`config.mk`:
```
export PLATFORM = sky130hd
export DESIGN_NAME = idle_standby_wakeup
export DESIGN_NICKNAME = d
export VERILOG_FILES = /design/src/pkg/idle_standby_pkg.sv /design/src/hdl/pin_edge_sync.sv /design/src/hdl/idle_standby_wakeup.sv
export VERILOG_INCLUDE_DIRS = /design/src /design/src/pkg
export SDC_FILE = /design/constraint.sdc
export NUM_CORES = 1
export LEC_CHECK = 0
export ABC_AREA = 1
export BUFFER_PORTS_ARGS = -buffer_cell sky130_fd_sc_hd__buf_4
export CORE_MARGIN = 10
export CORE_UTILIZATION = 48
export CTS_BUF_LIST = sky130_fd_sc_hd__clkbuf_4
export CTS_CLUSTER_SIZE = 12
export DETAILED_ROUTE_END_ITERATION = 10
export PLACE_DENSITY = 0.74
export SLEW_MARGIN = 0
export SYNTH_ARGS = -nofsm -noshare
export SYNTH_HDL_FRONTEND = slang
export SYNTH_SLANG_ARGS = --single-unit
```
`constraint.sdc`:
```
create_clock -name clk_in -period 4.8 [get_ports clk_in]
set_input_delay 1.2 -clock clk_in [delete_from_list [all_inputs] [get_ports clk_in]]
set_output_delay 1.2 -clock clk_in [all_outputs]
set_load 0.005 [all_outputs]
```
`src/pkg/idle_standby_defines.svh`:
```
`ifndef IDLE_STANDBY_DEFINES_SVH
`define IDLE_STANDBY_DEFINES_SVH

// ----------------------------------------------------------------------
// Register offsets
// ----------------------------------------------------------------------
`define STBY_CTRL_OFS 8'h00
`define EDGE_ZERO_OFS 8'h04
`define EDGE_ONE_OFS 8'h08
`define IRQ_CFG_OFS 8'h0C
`define OSC_SETTLE_OFS 8'h10
`define ADC_MODE_OFS 8'h14
`define DAC_MODE_OFS 8'h18
`define PORT_LATCH_OFS 8'h1C
`define PORT_MODE_OFS 8'h20
`define PORT_CTRL_OFS 8'h24
`define STATUS_OFS 8'h28

// ----------------------------------------------------------------------
// Field positions and codes
// ----------------------------------------------------------------------
`define MODE_RUN 2'h0
`define MODE_HALT 2'h1
`define MODE_STOP 2'h2
`define MODE_IDLE 2'h3
`define EXT_CLK_SEL_BIT 0
`define ADC_POWER_BIT 7
`define MASK_A_BIT 0
`define MASK_B_BIT 1
`define MACRO_A_BIT 2
`define MACRO_B_BIT 3

// ----------------------------------------------------------------------
// Reset values and timing
// ----------------------------------------------------------------------
`define IRQ_CFG_RESET 4'h3
`define DAC_MODE_RESET 2'h3
`define PORT_MODE_RESET 8'hFF
`define REFRESH_FIXED_LEVEL 1'b1
`define CONTENTION_CLKS 6

`endif

```
`src/pkg/idle_standby_pkg.sv`:
```
package idle_standby_pkg;

  // --------------------------------------------------------------------
  // Bus, core and pin carriers
  // --------------------------------------------------------------------
  typedef struct packed {
    logic cyc;
    logic stb;
    logic we;
    logic [7:0] adr;
    logic [3:0] sel;
    logic [31:0] dat;
  } wb_req_t;

  typedef struct packed {
    logic nmi_ack_ok;
    logic ext_ack_ok;
    logic irq_allow;
    logic nmi_taken;
    logic ext_taken;
    logic halt_release;
    logic refresh_hw;
    logic [7:0] port_hw_lvl;
    logic [7:0] port_hw_oe;
  } core_status_t;

  typedef struct packed {
    logic bus_oe;
    logic ale_oe;
    logic refresh_lvl;
    logic refresh_oe;
    logic [1:0] ano_oe;
    logic [1:0] ano_ref3;
    logic dac_power;
    logic adc_power;
    logic osc_run;
    logic [7:0] port_lvl;
    logic [7:0] port_oe;
  } pin_ctrl_t;

endpackage

```
`src/hdl/pin_edge_sync.sv`:
```
module pin_edge_sync (
  input wire logic clk_in,
  input wire logic rst_in,
  input wire logic pin_in,
  input wire logic rising_in,
  output logic edge_out
);

  logic meta_q;
  logic sync_q;
  logic prev_q;
  logic edge_q;
  logic edge_d;

  always_comb begin
    edge_d = (sync_q != prev_q) && (sync_q == rising_in);
  end

  // The first stage feeds only the second; the edge is taken downstream.
  always_ff @(posedge clk_in or posedge rst_in) begin
    if (rst_in) begin
      meta_q <= 1'b0;
      sync_q <= 1'b0;
      prev_q <= 1'b0;
      edge_q <= 1'b0;
    end else begin
      meta_q <= pin_in;
      sync_q <= meta_q;
      prev_q <= sync_q;
      edge_q <= edge_d;
    end
  end

  assign edge_out = edge_q;

endmodule

```
`src/hdl/idle_standby_wakeup.sv`:
```
`include "idle_standby_defines.svh"
// Operation
// RULE1: An NMI pin edge of the selected polarity ends IDLE.
// RULE2: After NMI wake, branch to the NMI handler when acknowledgeable.
// RULE3: Unacknowledgeable NMI wake resumes in line and stays pending for later.
// RULE4: Pin a or b edge ends IDLE only if unmasked and macro off.
// RULE5: Pin wake branches if global enable set and acknowledgeable, else resumes.
// RULE6: Address, data and strobe pins float in STOP or IDLE.
// RULE7: Latch strobe floats; refresh or hold pin fixed in STOP or IDLE.
// RULE8: Standby does not stop the D/A converter channels.
// RULE9: Both D/A bits clear floats outputs; one bit clear saves nothing.
// RULE10: Enabled D/A channel drives the third reference during standby.
// RULE11: Standby request with a release condition pending is refused.
// RULE12: External clock select bit set stops the resonator oscillator.
// RULE13: Software sets external clock select and feeds inverted clock.
// RULE14: Software puts three no-ops after every standby instruction.
// RULE15: A contending interrupt is taken within six clocks of standby write.
// RULE16: Software clears the converter power bit before STOP or IDLE.
// RULE17: Port mode pins follow latch and mode; control mode follows hardware.
// RULE18: Only NMI, pins a and b, and reset release IDLE.
// RULE19: A wake request not yet acknowledged stays held until taken.
// RULE20: Standby control register write latches the requested mode.
// RULE21: A masked or macro-serviced pin edge leaves IDLE in place.
module idle_standby_wakeup
  import idle_standby_pkg::*;
#(
  parameter int PORT_W = 8,
  parameter int CONT_CLKS = `CONTENTION_CLKS
) (
  input wire logic clk_in,
  input wire logic rst_in,
  input wire wb_req_t wb_in,
  output logic [31:0] wb_dat_out,
  output logic wb_ack_out,
  input wire logic nmi_pin_in,
  input wire logic ext_irq_pin_a_in,
  input wire logic ext_irq_pin_b_in,
  input wire core_status_t core_in,
  output logic [1:0] standby_state_out,
  output logic branch_nmi_out,
  output logic branch_ext_out,
  output logic resume_out,
  output pin_ctrl_t pins_out
);

  // --------------------------------------------------------------------
  // Elaboration checks
  // --------------------------------------------------------------------
  generate
    if (PORT_W != 8) begin : g_bad_port
      $error("PORT_W must be 8 to match the core status carrier.");
    end
    if (CONT_CLKS < 1 || CONT_CLKS > 15) begin : g_bad_cont
      $error("CONT_CLKS must lie between 1 and 15.");
    end
  endgenerate

  typedef enum logic [2:0] {
    ST_RUN,
    ST_ENTER,
    ST_HALT,
    ST_STOP,
    ST_IDLE
  } state_t;

  function automatic logic is_deep(input state_t s);
    is_deep = (s == ST_STOP) || (s == ST_IDLE);
  endfunction

  // --------------------------------------------------------------------
  // Pin edge detection
  // --------------------------------------------------------------------
  logic [2:0] pin_raw;
  logic [2:0] pin_rise;
  logic [2:0] pin_edge;
  logic edge_zero_q;
  logic [1:0] edge_one_q;

  assign pin_raw = {ext_irq_pin_b_in, ext_irq_pin_a_in, nmi_pin_in};
  assign pin_rise = {edge_one_q, edge_zero_q};

  genvar gi;
  generate
    for (gi = 0; gi < 3; gi++) begin : g_pin
      pin_edge_sync u_sync (
        .clk_in(clk_in),
        .rst_in(rst_in),
        .pin_in(pin_raw[gi]),
        .rising_in(pin_rise[gi]),
        .edge_out(pin_edge[gi])
      );
    end
  endgenerate

  // --------------------------------------------------------------------
  // Register file
  // --------------------------------------------------------------------
  logic edge_zero_d;
  logic [1:0] edge_one_d;
  logic [3:0] irq_cfg_q, irq_cfg_d;
  logic [7:0] osc_q, osc_d;
  logic [7:0] adc_q, adc_d;
  logic [1:0] dac_q, dac_d;
  logic [7:0] latch_q, latch_d;
  logic [7:0] pmode_q, pmode_d;
  logic [7:0] pctrl_q, pctrl_d;
  logic [31:0] rdat_q, rdat_d;
  logic ack_q, ack_d;
  logic stby_wr;
  logic [1:0] stby_mode;
  logic nmi_pend_q;
  logic ext_pend_q;
  state_t state_q;

  logic access;
  logic wr_lane;
  assign access = wb_in.cyc && wb_in.stb && !ack_q;
  assign wr_lane = access && wb_in.we && wb_in.sel[0];
  assign stby_wr = wr_lane && (wb_in.adr == `STBY_CTRL_OFS); // see RULE20
  assign stby_mode = wb_in.dat[1:0];

  always_comb begin
    edge_zero_d = edge_zero_q;
    edge_one_d = edge_one_q;
    irq_cfg_d = irq_cfg_q;
    osc_d = osc_q;
    adc_d = adc_q;
    dac_d = dac_q;
    latch_d = latch_q;
    pmode_d = pmode_q;
    pctrl_d = pctrl_q;
    rdat_d = rdat_q;
    ack_d = access;
    if (wr_lane) begin
      case (wb_in.adr)
        `EDGE_ZERO_OFS: edge_zero_d = wb_in.dat[0];
        `EDGE_ONE_OFS: edge_one_d = wb_in.dat[1:0];
        `IRQ_CFG_OFS: irq_cfg_d = wb_in.dat[3:0];
        `OSC_SETTLE_OFS: osc_d = wb_in.dat[7:0];
        `ADC_MODE_OFS: adc_d = wb_in.dat[7:0];
        `DAC_MODE_OFS: dac_d = wb_in.dat[1:0];
        `PORT_LATCH_OFS: latch_d = wb_in.dat[7:0];
        `PORT_MODE_OFS: pmode_d = wb_in.dat[7:0];
        `PORT_CTRL_OFS: pctrl_d = wb_in.dat[7:0];
        default: ;
      endcase
    end
    if (access && !wb_in.we) begin
      case (wb_in.adr)
        `STBY_CTRL_OFS: rdat_d = {30'h0, standby_state_out};
        `EDGE_ZERO_OFS: rdat_d = {31'h0, edge_zero_q};
        `EDGE_ONE_OFS: rdat_d = {30'h0, edge_one_q};
        `IRQ_CFG_OFS: rdat_d = {28'h0, irq_cfg_q};
        `OSC_SETTLE_OFS: rdat_d = {24'h0, osc_q};
        `ADC_MODE_OFS: rdat_d = {24'h0, adc_q};
        `DAC_MODE_OFS: rdat_d = {30'h0, dac_q};
        `PORT_LATCH_OFS: rdat_d = {24'h0, latch_q};
        `PORT_MODE_OFS: rdat_d = {24'h0, pmode_q};
        `PORT_CTRL_OFS: rdat_d = {24'h0, pctrl_q};
        `STATUS_OFS: rdat_d = {27'h0, state_q, ext_pend_q, nmi_pend_q};
        default: rdat_d = 32'h0;
      endcase
    end
  end

  always_ff @(posedge clk_in or posedge rst_in) begin
    if (rst_in) begin
      edge_zero_q <= 1'b0;
      edge_one_q <= 2'h0;
      irq_cfg_q <= `IRQ_CFG_RESET;
      osc_q <= 8'h00;
      adc_q <= 8'h00;
      dac_q <= `DAC_MODE_RESET;
      latch_q <= 8'h00;
      pmode_q <= `PORT_MODE_RESET;
      pctrl_q <= 8'h00;
      rdat_q <= 32'h0;
      ack_q <= 1'b0;
    end else begin
      edge_zero_q <= edge_zero_d;
      edge_one_q <= edge_one_d;
      irq_cfg_q <= irq_cfg_d;
      osc_q <= osc_d;
      adc_q <= adc_d;
      dac_q <= dac_d;
      latch_q <= latch_d;
      pmode_q <= pmode_d;
      pctrl_q <= pctrl_d;
      rdat_q <= rdat_d;
      ack_q <= ack_d;
    end
  end

  assign wb_dat_out = rdat_q;
  assign wb_ack_out = ack_q;

  // --------------------------------------------------------------------
  // Standby sequencer
  // --------------------------------------------------------------------
  state_t state_d;
  logic [3:0] cnt_q, cnt_d;
  logic [1:0] mode_q, mode_d;
  logic nmi_pend_d, ext_pend_d;
  logic branch_nmi_q, branch_nmi_d;
  logic branch_ext_q, branch_ext_d;
  logic resume_q, resume_d;
  logic ext_ok_edge;
  logic wake;
  logic pend_cond;
  logic leave;

  // A masked or macro-serviced pin cannot wake or pend here.
  assign ext_ok_edge = (pin_edge[1] && !irq_cfg_q[`MASK_A_BIT] &&
                        !irq_cfg_q[`MACRO_A_BIT]) ||
                       (pin_edge[2] && !irq_cfg_q[`MASK_B_BIT] &&
                        !irq_cfg_q[`MACRO_B_BIT]); // see RULE4 see RULE21
  assign wake = pin_edge[0] || ext_ok_edge; // see RULE1 see RULE18
  assign pend_cond = nmi_pend_q || ext_pend_q || core_in.halt_release;

  always_comb begin
    state_d = state_q;
    cnt_d = cnt_q;
    mode_d = mode_q;
    leave = 1'b0;
    // Set wins over the core's acknowledgement in the same cycle.
    nmi_pend_d = pin_edge[0] || (nmi_pend_q && !core_in.nmi_taken); // see RULE19
    ext_pend_d = ext_ok_edge || (ext_pend_q && !core_in.ext_taken); // see RULE19
    case (state_q)
      ST_RUN: begin
        if (stby_wr && stby_mode != `MODE_RUN) begin
          mode_d = stby_mode; // see RULE20
          if (pend_cond || wake) begin
            leave = 1'b1; // see RULE11
          end else begin
            state_d = ST_ENTER;
            cnt_d = 4'h0;
          end
        end
      end
      // The window lets a contending request win before the clocks stop.
      ST_ENTER: begin
        if (pend_cond || wake) begin
          state_d = ST_RUN; // see RULE15
          leave = 1'b1;
        end else if (cnt_q == 4'(CONT_CLKS - 1)) begin
          case (mode_q)
            `MODE_HALT: state_d = ST_HALT;
            `MODE_STOP: state_d = ST_STOP;
            default: state_d = ST_IDLE;
          endcase
        end else begin
          cnt_d = cnt_q + 4'h1;
        end
      end
      ST_HALT: begin
        if (pend_cond || wake) begin
          state_d = ST_RUN;
          leave = 1'b1;
        end
      end
      ST_STOP, ST_IDLE: begin
        if (wake) begin
          state_d = ST_RUN; // see RULE1 see RULE4
          leave = 1'b1;
        end
      end
      default: state_d = ST_RUN;
    endcase
    branch_nmi_d = nmi_pend_d && core_in.nmi_ack_ok &&
                   (state_d == ST_RUN); // see RULE2 see RULE3
    branch_ext_d = ext_pend_d && core_in.irq_allow && core_in.ext_ack_ok &&
                   (state_d == ST_RUN) && !branch_nmi_d; // see RULE5
    resume_d = leave && !branch_nmi_d && !branch_ext_d; // see RULE3 see RULE5
  end

  always_ff @(posedge clk_in or posedge rst_in) begin
    if (rst_in) begin
      state_q <= ST_RUN;
      cnt_q <= 4'h0;
      mode_q <= `MODE_RUN;
      nmi_pend_q <= 1'b0;
      ext_pend_q <= 1'b0;
      branch_nmi_q <= 1'b0;
      branch_ext_q <= 1'b0;
      resume_q <= 1'b0;
    end else begin
      state_q <= state_d;
      cnt_q <= cnt_d;
      mode_q <= mode_d;
      nmi_pend_q <= nmi_pend_d;
      ext_pend_q <= ext_pend_d;
      branch_nmi_q <= branch_nmi_d;
      branch_ext_q <= branch_ext_d;
      resume_q <= resume_d;
    end
  end

  assign branch_nmi_out = branch_nmi_q;
  assign branch_ext_out = branch_ext_q;
  assign resume_out = resume_q;

  // --------------------------------------------------------------------
  // Pin control
  // --------------------------------------------------------------------
  pin_ctrl_t pins_q, pins_d;
  logic [1:0] sstate_q, sstate_d;
  logic deep_d;

  always_comb begin
    deep_d = is_deep(state_d);
    case (state_d)
      ST_HALT: sstate_d = `MODE_HALT;
      ST_STOP: sstate_d = `MODE_STOP;
      ST_IDLE: sstate_d = `MODE_IDLE;
      default: sstate_d = `MODE_RUN;
    endcase
    pins_d.bus_oe = !deep_d; // see RULE6
    pins_d.ale_oe = !deep_d; // see RULE7
    pins_d.refresh_lvl = deep_d ? `REFRESH_FIXED_LEVEL :
                         core_in.refresh_hw; // see RULE7
    pins_d.refresh_oe = 1'b1;
    // Standby does not gate these; software must clear the bits itself.
    pins_d.ano_oe = dac_q; // see RULE8 see RULE9
    pins_d.dac_power = |dac_q; // see RULE9
    pins_d.ano_ref3 = (sstate_d != `MODE_RUN) ? dac_q : 2'h0; // see RULE10
    pins_d.adc_power = adc_q[`ADC_POWER_BIT];
    pins_d.osc_run = !osc_q[`EXT_CLK_SEL_BIT]; // see RULE12
    for (int i = 0; i < 8; i++) begin
      pins_d.port_lvl[i] = pctrl_q[i] ? core_in.port_hw_lvl[i] :
                           latch_q[i]; // see RULE17
      pins_d.port_oe[i] = pctrl_q[i] ? core_in.port_hw_oe[i] :
                          !pmode_q[i]; // see RULE17
    end
  end

  always_ff @(posedge clk_in or posedge rst_in) begin
    if (rst_in) begin
      pins_q <= '0;
      sstate_q <= `MODE_RUN;
    end else begin
      pins_q <= pins_d;
      sstate_q <= sstate_d;
    end
  end

  assign pins_out = pins_q;
  assign standby_state_out = sstate_q;

  // --------------------------------------------------------------------
  // Checks
  // --------------------------------------------------------------------
  a_nmi_wakes_idle: assert property ( // see RULE1
    @(posedge clk_in) disable iff (rst_in)
    (state_q == ST_IDLE && pin_edge[0]) |=> state_q == ST_RUN
  ) else $error("NMI edge did not end idle.");

  a_masked_stays: assert property ( // see RULE21
    @(posedge clk_in) disable iff (rst_in)
    (state_q == ST_IDLE && !pin_edge[0] && !ext_ok_edge)
      |=> state_q == ST_IDLE
  ) else $error("Idle left without an allowed source.");

  a_nmi_branch: assert property ( // see RULE2
    @(posedge clk_in) disable iff (rst_in)
    (state_q == ST_IDLE && pin_edge[0] && core_in.nmi_ack_ok)
      |=> branch_nmi_out && !resume_out
  ) else $error("NMI wake did not branch.");

  a_nmi_held: assert property ( // see RULE3
    @(posedge clk_in) disable iff (rst_in)
    (nmi_pend_q && !core_in.nmi_taken) |=> nmi_pend_q
  ) else $error("Pending NMI lost.");

  a_ext_no_allow: assert property ( // see RULE5
    @(posedge clk_in) disable iff (rst_in)
    !core_in.irq_allow |=> !branch_ext_out
  ) else $error("Pin branch without global enable.");

  a_bus_float: assert property ( // see RULE6
    @(posedge clk_in) disable iff (rst_in)
    (state_q == ST_IDLE) |-> (!pins_out.bus_oe && !pins_out.ale_oe)
  ) else $error("Bus driven in idle.");

  a_refuse_entry: assert property ( // see RULE11
    @(posedge clk_in) disable iff (rst_in)
    (state_q == ST_RUN && stby_wr && core_in.halt_release)
      |=> state_q == ST_RUN ##1 state_q == ST_RUN
  ) else $error("Standby entered with release pending.");

  a_entry_window: assert property ( // see RULE15
    @(posedge clk_in) disable iff (rst_in)
    $rose(state_q == ST_ENTER) |-> ##[1:CONT_CLKS] state_q != ST_ENTER
  ) else $error("Entry window overran.");

  a_dac_float: assert property ( // see RULE9
    @(posedge clk_in) disable iff (rst_in)
    (dac_q == 2'h0) |=> (pins_out.ano_oe == 2'h0 && !pins_out.dac_power)
  ) else $error("Analog outputs driven with channels off.");

  a_osc_stop: assert property ( // see RULE12
    @(posedge clk_in) disable iff (rst_in)
    osc_q[`EXT_CLK_SEL_BIT] |=> !pins_out.osc_run
  ) else $error("Oscillator kept running.");

endmodule

```
==> results.py, run 1 <==
metrics = {
    "grt": {
        "grt_max_degree": 73,
        "antenna_found_initial": 0,
        "grt_pass1_wl_mm": 18.74,
        "overflow": 0,
        "grt_usage_pct": 15.66,
        "grt_pass1_vias": 3777,
    },
    "finish": {
        "finalInstanceArea_sq_um": 5822,
        "fillerInstances": 938,
        "drive_above_1_share_pct": 25.15,
        "syn2layout_area_growth_pct": 16.41,
        "num_antenna_cells": 0,
        "fin_nets": 721,
    },
    "synthesis": {
        "netlist_area_sq_um": 5001,
        "synth.distinct_cells": 35,
        "synth_edf_count": 0,
        "synthArstFlopShare_pct": 100.0,
        "yosysMostFrequentCell": "nand2_1",
        "synth_warnings": 0,
        "synth_ff_type": "dfrtp_1",
        "synth_area_leader_cell": "dfrtp_1",
        "synthTopCellsByCount": "nand2_1, dfrtp_1, inv_1, o21ai_0, o21ai_1",
        "syn_area_per_cell_sq_um": 9.076,
        "ys_seq_area_share_pct": 56.34,
        "synth_top_area_share_pct": 50.04,
        "synth-seq-cells": 112,
        "netlist_instances": 551,
        "ys_top_cells_by_area": "dfrtp_1, nand2_1, dfstp_2, o21ai_0, buf_4",
    },
    "clocking": {
        "clk_latency_ps": 480,
        "clockBufferDepth": 2,
        "cts_tree": "yes",
        "postCtsResizedCells": 0,
        "cts_sinks": 112,
        "htree_levels": 3,
        "clock-root-buffer": "clkbuf_4",
        "clk_pin_slew_ps": 160,
        "hold_buffers": 0,
        "postCtsSetupBuffers": 0,
        "cts_buffers": 9,
    },
    "floorplan": {
        "num_io_pins": 140,
        "die_w_um": 122.1,
        "start_util_pct": 48.88,
        "die_area_sq_um": 14900,
        "fp-row-count": 37,
        "die_h_um": 122.1,
        "coreArea_sq_um": 10230,
    },
    "timing": {
        "fin_skew_ps": 7.512,
        "timing.final.crit_period_ps": 2268,
        "min_period_over_period_pct": 47.26,
        "setup_tns_ps": 0,
        "relSlewSlack_pct": 42.72,
        "hold_violations": 0,
        "grt_setup_unrepaired": "no",
        "slew_viol_final": 0,
        "fmax_mhz": 440.9,
        "whs_ps": 369.9,
        "worstMarginPinSlew_ps": 859.2,
        "setup_violations": 0,
        "setup_ws_ps": 2532,
    },
    "critical_path": {
        "arrival_ps": 1070,
        "crit_chain": "buf_4",
        "crit_path_top_delay_cell": "dfrtp_1",
        "reg2regPathDepth": 9,
        "worst_setup_path_end_kind": "output pin",
        "start_kind": "flop",
        "r2r-end": "pins_out[19]",
        "r2r-start": "wb_ack_out",
        "path_buf_inv": 1,
        "critPathTopFamily": "flip-flops",
        "cpPeakStageDelay_ps": 440,
        "regToRegSetupSlack_ps": 3030,
        "crit_required_ps": 3600,
        "cp_max_fo": 2,
        "worstSetupPathType": "reg -> out",
    },
    "route": {
        "ant_nets": 0,
        "wl_per_cell_um": 14.86,
        "via_count": 3821,
        "via_per_inst": 4.874,
        "dr.pass1.iters": 4,
        "drt-total-wl_mm": 11.65,
        "drtIter0Drc": 371,
        "drc_errors": 0,
    },
    "power": {
        "power_density_nw_per_um2": 258.7,
        "ir_drop_mv": 0.1241,
        "pwr-share-clk_pct": 28.9,
        "power_switching_mw": 0.3936,
        "seq_power_share_pct": 64.1,
        "swShare_pct": 26.14,
        "leakage_nw": 2.788,
        "p_int_mw": 1.112,
        "comb_power_share_pct": 7.0,
    },
    "outcome": {
        "outcome": "completed",
    },
    "worst_hold_path": {
        "min_to": "g_pin[1].u_sync.sync_q",
        "hold_path_startpoint": "g_pin[1].u_sync.meta_q",
        "hp-class": "reg -> reg",
        "hold_path_depth": 0,
    },
    "placed_design": {
        "dp_worst_setup_slack_ps": 2167,
        "place_area_sq_um": 5699,
        "numPortBuffers": 88,
        "globalplace.congestion": 0.8801,
        "hpwl_mm": 8.767,
    },
    "flow_run": {
        "drv_cap": 0,
    },
}
-- sequential cells by signal (all words and copies together) (netlist names), 2 cells and up --
name                   cells
adc_q                      8
cnt_q                      4
dac_q                      2
edge_one_q                 2
g_pin.u_sync.edge_out      3
g_pin.u_sync.meta_q        3
g_pin.u_sync.prev_q        3
g_pin.u_sync.sync_q        3
irq_cfg_q                  4
latch_q                    8
mode_q                     2
osc_q                      8
pctrl_q                    8
pins_out                  26
pmode_q                    8
standby_state_out          2
state_q                    3
wb_dat_out                 8
-- layout by cell type, fill, tap and decap left out, drive strengths merged --
cell type / count
nand2: 172
dfrtp: 100
buf: 90
o21ai: 86
inv: 56
nor2: 42
conb: 25
nand3: 17
dfstp: 12
clkbuf: 9
a21oi: 6
nand4: 6
nor3: 5
or2: 3
ha: 3
clkinvlp: 3
a22o: 2
o31ai: 2
mux2: 2
nor3b: 1
o211ai: 1
xor2: 1
a31oi: 1
a21boi: 1
o22ai: 1
clkinv: 1
-- power groups by stage --
stage	Clock [mW]	Combinational, mW	Sequential (mW)
floorplan	0	0.0648	0.982
global placement	0	0.104	0.982
detailed placement	0	0.106	0.983
CTS	0.443	0.107	0.966
global route	0.493	0.119	0.968
finish	0.435	0.106	0.966
-- stage by stage --
step | total power, mW | utilization [%] | instances
2_1_floorplan | 1.047 | - | 574
3_3_place_gp | 1.086 | 55.71 | 768
3_5_place_dp | 1.089 | 55.71 | 768
4_1_cts | 1.516 | 56.90 | 784
5_1_grt | 1.579 | 56.90 | 784
6_report | 1.506 | 56.90 | 784
-- layer usage --
| layer | part of all wire (%) | GRT usage [%] | up-vias |
|---|---|---|---|
| met2 | 48 | 25.44 | 117 |
| met1 | 43 | 19.72 | 1795 |
| met5 | 0 | 0 | - |
| met3 | 7.1 | 3.377 | 13 |
| met4 | 1.6 | 6.922 | 0 |
| li1 | - | - | 1896 |
-- final cells by class --
type / instances / area, sq um / area share (%)
repair buffers: 90 / 675.6 / 11.61
multi-input cells: 377 / 1834 / 31.51
inverters: 53 / 201.4 / 3.460
clock inverters: 7 / 55.05 / 0.9456
clock buffers: 9 / 67.56 / 1.161
flip-flops and latches: 112 / 2818 / 48.40
well taps: 136 / 170.2 / 2.923
-- cell families after synthesis --
| logic type | share of synthesized area (%) |
|---|---|
| xor gates and xnor gates | 0.1752 |
| muxes | 0.4503 |
| other | 0.1502 |
| and+or+nand+nor | 22.94 |
| DFF | 56.34 |
| buffers and inverters | 8.706 |
| adders and majority gates | 0.7506 |
| AOI/OAI and AO/OA | 10.48 |
-- how the worst max path moves through the flow --
stage | from | end | cells after the start
2_1_floorplan | rst_in | adc_q[0] | 1
3_3_place_gp | wb_in[43] | wb_dat_out[1] | 10
3_5_place_dp | wb_in[43] | pins_out[19] | 9
4_1_cts | standby_state_out[1] | standby_state_out[1] | 1
5_1_grt | standby_state_out[1] | standby_state_out[1] | 1
6_report | standby_state_out[1] | standby_state_out[1] | 1
No activity file was read; power rests on OpenSTA's default activity.
==> inputs of run 2 (changes only) <==
--- a/config.mk
+++ b/config.mk
@@ -6,14 +6,14 @@
 export SDC_FILE = /design/constraint.sdc
 export NUM_CORES = 1
 export LEC_CHECK = 0
-export ABC_AREA = 1
+export ABC_AREA = 0
 export BUFFER_PORTS_ARGS = -buffer_cell sky130_fd_sc_hd__buf_4
 export CORE_MARGIN = 10
 export CORE_UTILIZATION = 48
 export CTS_BUF_LIST = sky130_fd_sc_hd__clkbuf_4
 export CTS_CLUSTER_SIZE = 12
 export DETAILED_ROUTE_END_ITERATION = 10
-export PLACE_DENSITY = 0.74
+export PLACE_DENSITY = 0.77
 export SLEW_MARGIN = 0
 export SYNTH_ARGS = -nofsm -noshare
 export SYNTH_HDL_FRONTEND = slang
==> constraint.sdc (replaced) <==
create_clock -name clk_in -period 2.08 [get_ports clk_in]
set_input_delay 0.52 -clock clk_in [delete_from_list [all_inputs] [get_ports clk_in]]
set_output_delay 0.52 -clock clk_in [all_outputs]
set_load 0.005 [all_outputs]
==> results.py, run 2 <==
metrics = {
    "critical_path": {
        "worst_setup_path_end_kind": "flop",
        "crit_chain": "ha_1, nand4bb_1, buf_4, nor2_1, mux2_2, a211o_1, or2_2",
        "crit_required_ps": 2430,
        "cpPeakStageDelay_ps": 400,
        "arrival_ps": 2340,
        "crit_path_top_delay_cell": "dfrtp_1",
        "cp_max_fo": 3,
        "regToRegSetupSlack_ps": 100,
        "start_kind": "flop",
        "worstSetupPathType": "reg -> reg",
    },
    "clocking": {
        "cts_tree": "yes",
        "htree_levels": 3,
        "cts_sinks": 112,
        "clk_pin_slew_ps": 150,
        "cts_buffers": 9,
        "clock-root-buffer": "clkbuf_4",
        "clk_latency_ps": 460,
        "clockBufferDepth": 2,
    },
    "synthesis": {
        "netlist_instances": 427,
        "synth.distinct_cells": 58,
        "synth_ff_type": "dfrtp_1",
        "synthTopCellsByCount": "dfrtp_1, mux2_2, nand2_1, buf_4, o21ai_0",
        "ys_top_cells_by_area": "dfrtp_1, mux2_2, dfstp_2, buf_4, o21ai_0",
        "synth_warnings": 0,
        "synth_edf_count": 0,
        "syn_area_per_cell_sq_um": 12.07,
        "synth_top_area_share_pct": 48.57,
        "synth-seq-cells": 112,
        "synth_area_leader_cell": "dfrtp_1",
        "netlist_area_sq_um": 5152,
        "ys_seq_area_share_pct": 54.69,
        "yosysMostFrequentCell": "dfrtp_1",
        "synthArstFlopShare_pct": 100.0,
    },
    "timing": {
        "grt_setup_unrepaired": "no",
        "whs_ps": 56.01,
        "setup_ws_ps": 95.46,
        "slew_viol_final": 0,
        "timing.final.crit_period_ps": 1985,
        "setup_violations": 0,
        "hold_violations": 0,
        "fmax_mhz": 503.9,
        "min_period_over_period_pct": 95.41,
        "fin_skew_ps": 15.75,
    },
    "route": {
        "dr.pass1.iters": 5,
        "wl_per_cell_um": 18.71,
        "via_per_inst": 5.484,
        "drc_errors": 0,
        "drt-total-wl_mm": 13.02,
        "ant_nets": 0,
        "via_count": 3817,
        "drtIter0Drc": 334,
    },
    "grt": {
        "grt_use_met2_pct": 26.66,
        "grt_pass1_wl_mm": 20.36,
        "antenna_found_initial": 1,
        "grt_usage_pct": 16.98,
        "grt_util_met1_pct": 22.54,
        "grtUsageMet3_pct": 3.439,
        "overflow": 0,
        "grt_pass1_vias": 3862,
        "grt_max_degree": 45,
        "top_usage_layer": "met2",
    },
    "floorplan": {
        "fp-row-count": 37,
        "coreArea_sq_um": 10370,
        "num_io_pins": 140,
        "die_w_um": 123.6,
        "die_area_sq_um": 15280,
        "die_h_um": 123.6,
        "start_util_pct": 49.69,
    },
    "finish": {
        "fin_util_pct": 61.12,
        "fin_nets": 632,
        "final_cell_mix": "buf_4, dfrtp_1, mux2_2",
        "final_common_cell": "buf_4",
        "largest_register_ff_count": 26,
        "drive_above_1_share_pct": 42.75,
        "syn2layout_area_growth_pct": 23.02,
    },
    "placed_design": {
        "hpwl_mm": 10.03,
        "dp_worst_setup_slack_ps": -168.9,
        "numPortBuffers": 88,
        "globalplace.congestion": 0.9309,
    },
    "outcome": {
        "outcome": "completed",
    },
    "power": {
        "power_density_nw_per_um2": 577.9,
        "p_int_mw": 2.781,
        "leakage_nw": 2.983,
        "swShare_pct": 24.09,
        "ir_drop_mv": 0.3323,
        "seq_power_share_pct": 61.3,
        "pwr-share-clk_pct": 29.2,
        "comb_power_share_pct": 9.5,
        "power_switching_mw": 0.8823,
    },
    "flow_run": {
        "drv_cap": 0,
    },
    "worst_hold_path": {
        "hp-class": "in -> async",
    },
}
run 2: cell types whose count changed after synthesis, moves of 13 or more:
cell     before  now
nand2_1     156   28
o21ai_1      36    1
o21ai_0      49   23
nand2_2      13    0
inv_1        49    9
mux2_2        2   61
run 2: layout make-up:
class / count / area, sq um
antenna: 1 / 2.502
clock buffer: 12 / 90.09
clock inverter: 4 / 46.29
fill: 877 / 4031
inverter: 9 / 37.54
multi-input combinational: 291 / 2153
sequential: 112 / 2818
tap: 136 / 170.2
timing repair buffer: 131 / 1021
run 2: worst paths after layout:
| kind | start | to | depth (start not counted) |
|---|---|---|---|
| max in group asynchronous | rst_in | pmode_q[5] | 3 |
| hold / removal | rst_in | pins_out[23] | 2 |
| hold reg to reg | g_pin[0].u_sync.meta_q | g_pin[0].u_sync.sync_q | 0 |
| min in group clk_in | nmi_pin_in | g_pin[0].u_sync.meta_q | 1 |
| setup reg to reg | mode_q[1] | pins_out[24] | 7 |
| setup / recovery | mode_q[1] | pins_out[24] | 7 |
run 2: metal layers:
layer	part of all wire [%]	routed length, um
met3	8.0	1036
met1	44	5684
met2	46	6038
met4	2.0	264
met5	0	0
run 2: logic make-up after synthesis:
| kind of cell | share of synthesized area (%) |
|---|---|
| adders and majority gates | 0.7286 |
| buffers and inverters | 5.706 |
| AOI/OAI and AO/OA | 9.349 |
| and+or+nand+nor | 13.43 |
| other | 0.1458 |
| muxes | 15.95 |
| DFF | 54.69 |
run 2: critical path, delay by kind of cell, from the launching register on:
family          cells  cell delay, ps
mux                 1             250
compound gates      1             350
fa+ha+maj           1             290
simple gates        3             460
flops               1             400
buf+inv             1             130
run 2: through the flow:
stage               total power, mW  instances  area [sq um]  setup TNS [ps]
floorplan                     2.465        450          5251               0
global placement              2.612        678          6175          -629.1
detailed placement            2.626        678          6175          -703.9
CTS                           3.690        694          6315               0
global route                  3.813        696          6339               0
finish                        3.663        696          6339               0
run 2: what timing repair did:
action,in CTS,in global routing
hold buffers,0,0
setup endpoints to repair,2,3
pin swaps,0,1
gates resized for setup,1,3
buffers inserted,0,1
run 2: power groups by stage:
stage / clock, mW / sequential [mW] / combinational [mW]
4_1_cts: 1.10 / 2.25 / 0.342
6_report: 1.07 / 2.24 / 0.349
3_3_place_gp: 0 / 2.28 / 0.330
3_5_place_dp: 0 / 2.29 / 0.341
2_1_floorplan: 0 / 2.28 / 0.184
5_1_grt: 1.18 / 2.25 / 0.381
==> inputs of run 3 (changes only) <==
--- a/config.mk
+++ b/config.mk
@@ -8,12 +8,14 @@
 export LEC_CHECK = 0
 export ABC_AREA = 0
 export BUFFER_PORTS_ARGS = -buffer_cell sky130_fd_sc_hd__buf_4
+export CELL_PAD_IN_SITES_DETAIL_PLACEMENT = 0
+export CELL_PAD_IN_SITES_GLOBAL_PLACEMENT = 1
 export CORE_MARGIN = 10
-export CORE_UTILIZATION = 48
+export CORE_UTILIZATION = 46
 export CTS_BUF_LIST = sky130_fd_sc_hd__clkbuf_4
 export CTS_CLUSTER_SIZE = 12
 export DETAILED_ROUTE_END_ITERATION = 10
-export PLACE_DENSITY = 0.77
+export PLACE_DENSITY = 0.88
 export SLEW_MARGIN = 0
 export SYNTH_ARGS = -nofsm -noshare
 export SYNTH_HDL_FRONTEND = slang
==> constraint.sdc (replaced) <==
create_clock -name clk_in -period 2.38 [get_ports clk_in]
set_input_delay 0.595 -clock clk_in [delete_from_list [all_inputs] [get_ports clk_in]]
set_output_delay 0.595 -clock clk_in [all_outputs]
set_load 0.005 [all_outputs]
==> results.py, run 3 (same netlist as run 2, synthesis figures left out) <==
metrics = {
    "finish": {
        "final_common_cell": "buf_4",
        "register_area_sq_um": 2818,
        "final_cell_mix": "buf_4, dfrtp_1, mux2_2",
        "fillerInstances": 951,
        "fin_nets": 618,
        "syn2layout_area_growth_pct": 20.37,
        "multi_input_comb_area_sq_um": 2127,
        "drive_above_1_share_pct": 40.37,
        "largest_register_ff_count": 26,
    },
    "power": {
        "swShare_pct": 25.21,
        "ir_drop_mv": 0.2933,
        "p_int_mw": 2.282,
        "power_switching_mw": 0.7694,
        "pwr-share-clk_pct": 26.7,
        "seq_power_share_pct": 64.4,
        "comb_power_share_pct": 8.9,
        "leakage_nw": 2.885,
        "power_density_nw_per_um2": 492.0,
    },
    "clocking": {
        "postCtsResizedCells": 0,
        "clk_latency_ps": 450,
        "cts_sinks": 112,
        "htree_levels": 3,
        "clockBufferDepth": 2,
        "cts_tree": "yes",
        "clk_pin_slew_ps": 160,
        "clock-root-buffer": "clkbuf_4",
        "cts_buffers": 9,
    },
    "grt": {
        "antenna_found_initial": 1,
        "overflow": 0,
        "grt_use_met2_pct": 25.45,
        "top_usage_layer": "met2",
        "grtUsageMet3_pct": 3.733,
        "grt_pass1_wl_mm": 20.73,
        "grt_util_met1_pct": 21.45,
        "grt_usage_pct": 16.04,
        "grt_pass1_vias": 3769,
        "grt_max_degree": 110,
    },
    "floorplan": {
        "start_util_pct": 47.32,
        "die_h_um": 125.8,
        "fp-row-count": 38,
        "die_w_um": 125.8,
        "die_area_sq_um": 15830,
        "coreArea_sq_um": 10890,
        "num_io_pins": 140,
    },
    "placed_design": {
        "dp_worst_setup_slack_ps": 49.80,
        "numPortBuffers": 88,
        "globalplace.congestion": 0.8548,
        "hpwl_mm": 9.749,
    },
    "timing": {
        "setup_violations": 0,
        "setup_tns_ps": 0,
        "whs_ps": 233.7,
        "min_period_over_period_pct": 92.20,
        "grt_setup_unrepaired": "no",
        "relSlewSlack_pct": 61.27,
        "timing.final.crit_period_ps": 2194,
        "hold_violations": 0,
        "fin_skew_ps": 7.927,
        "worstMarginPinSlew_ps": 581.0,
        "fmax_mhz": 455.7,
        "setup_ws_ps": 185.6,
        "slew_viol_final": 0,
    },
    "route": {
        "dr.pass1.iters": 5,
        "drt-total-wl_mm": 12.90,
        "wl_per_cell_um": 18.81,
        "via_count": 3660,
        "via_per_inst": 5.335,
        "drc_errors": 0,
        "drtIter0Drc": 326,
        "ant_nets": 0,
    },
    "critical_path": {
        "crit_chain": "inv_1, ha_1, nand4bb_1, or4b_2, a21oi_1, nor2_1, nor2b_1",
        "worst_setup_path_end_kind": "flop",
        "cp_max_fo": 3,
        "crit_path_top_delay_cell": "or4b_2",
        "cpPeakStageDelay_ps": 660,
        "arrival_ps": 2590,
        "critPathTopFamily": "simple AND/OR/NAND/NOR gates",
        "regToRegSetupSlack_ps": 190,
        "start_kind": "flop",
        "worstSetupPathType": "reg -> reg",
        "crit_required_ps": 2770,
        "path_buf_inv": 1,
    },
    "flow_run": {
        "drv_cap": 0,
    },
    "worst_hold_path": {
        "hp-class": "in -> reg",
    },
    "outcome": {
        "outcome": "completed",
    },
}
run 3: changes by cell type in the layout (fill, tap and decap cells not counted), moves of 2 or more:
cell	previous run	this run
buf_4	128	112
clkbuf_4	12	10
nor3b_1	4	6
nor3b_2	2	0
run 3: timing repair:
item                                    4_1_cts  5_1_grt
hold buffers                                  1        0
endpoints found under the setup margin        0        0
buffers inserted                              0        0
endpoints found under the hold margin         3        0
run 3: metrics by stage:
step / area (sq um) / total power [mW] / cells / utilization, %
6_report: 6202 / 3.051 / 686 / 56.96
5_1_grt: 6202 / 3.206 / 686 / 56.96
4_1_cts: 6200 / 3.087 / 685 / 56.94
3_5_place_dp: 6078 / 2.270 / 668 / 55.83
3_3_place_gp: 6078 / 2.261 / 668 / 55.83
2_1_floorplan: 5243 / 2.153 / 450 / -
run 3: power groups by stage:
stage                     combinational [mW]  clock, mW  sequential, mW
final                                  0.271      0.815            1.96
after global routing                   0.302      0.933            1.97
after CTS                              0.272      0.850            1.97
after detailed placement               0.270          0            2.00
after global placement                 0.264          0            2.00
after floorplan                        0.160          0            1.99
run 3: worst reg2reg max path, cell delays in order, from the launching register on:
cell       delay, ps
dfrtp_1          390
inv_1             50
ha_1             310
nand4bb_1        250
or4b_2           660
a21oi_1          220
nor2_1           120
nor2b_1          140
run 3: layout make-up:
class,count,area share [%]
flip-flops and latches,112,45.43
multi-input cells,291,34.29
repair buffers,117,15.01
well taps,140,2.824
clock buffers,10,1.210
inverters,9,0.6052
clock inverters,6,0.5850
diodes,1,0.04035
run 3: final timing paths:
path                                   startpoint                      to  depth (start not counted)
hold / removal                   ext_irq_pin_b_in  g_pin[2].u_sync.meta_q                          1
max in group asynchronous                  rst_in              pmode_q[2]                          4
hold reg to reg            g_pin[1].u_sync.meta_q  g_pin[1].u_sync.sync_q                          0
setup / recovery                        mode_q[0]            pins_out[19]                          7
setup reg to reg                        mode_q[0]            pins_out[19]                          7
min in group asynchronous                  rst_in            pins_out[21]                          3
run 3: routing by layer:
metal / up-vias / wire length [um]
li1: 1722 / -
met2: 111 / 6186
met1: 1818 / 5745
met3: 9 / 832
met5: - / 0
met4: 0 / 138
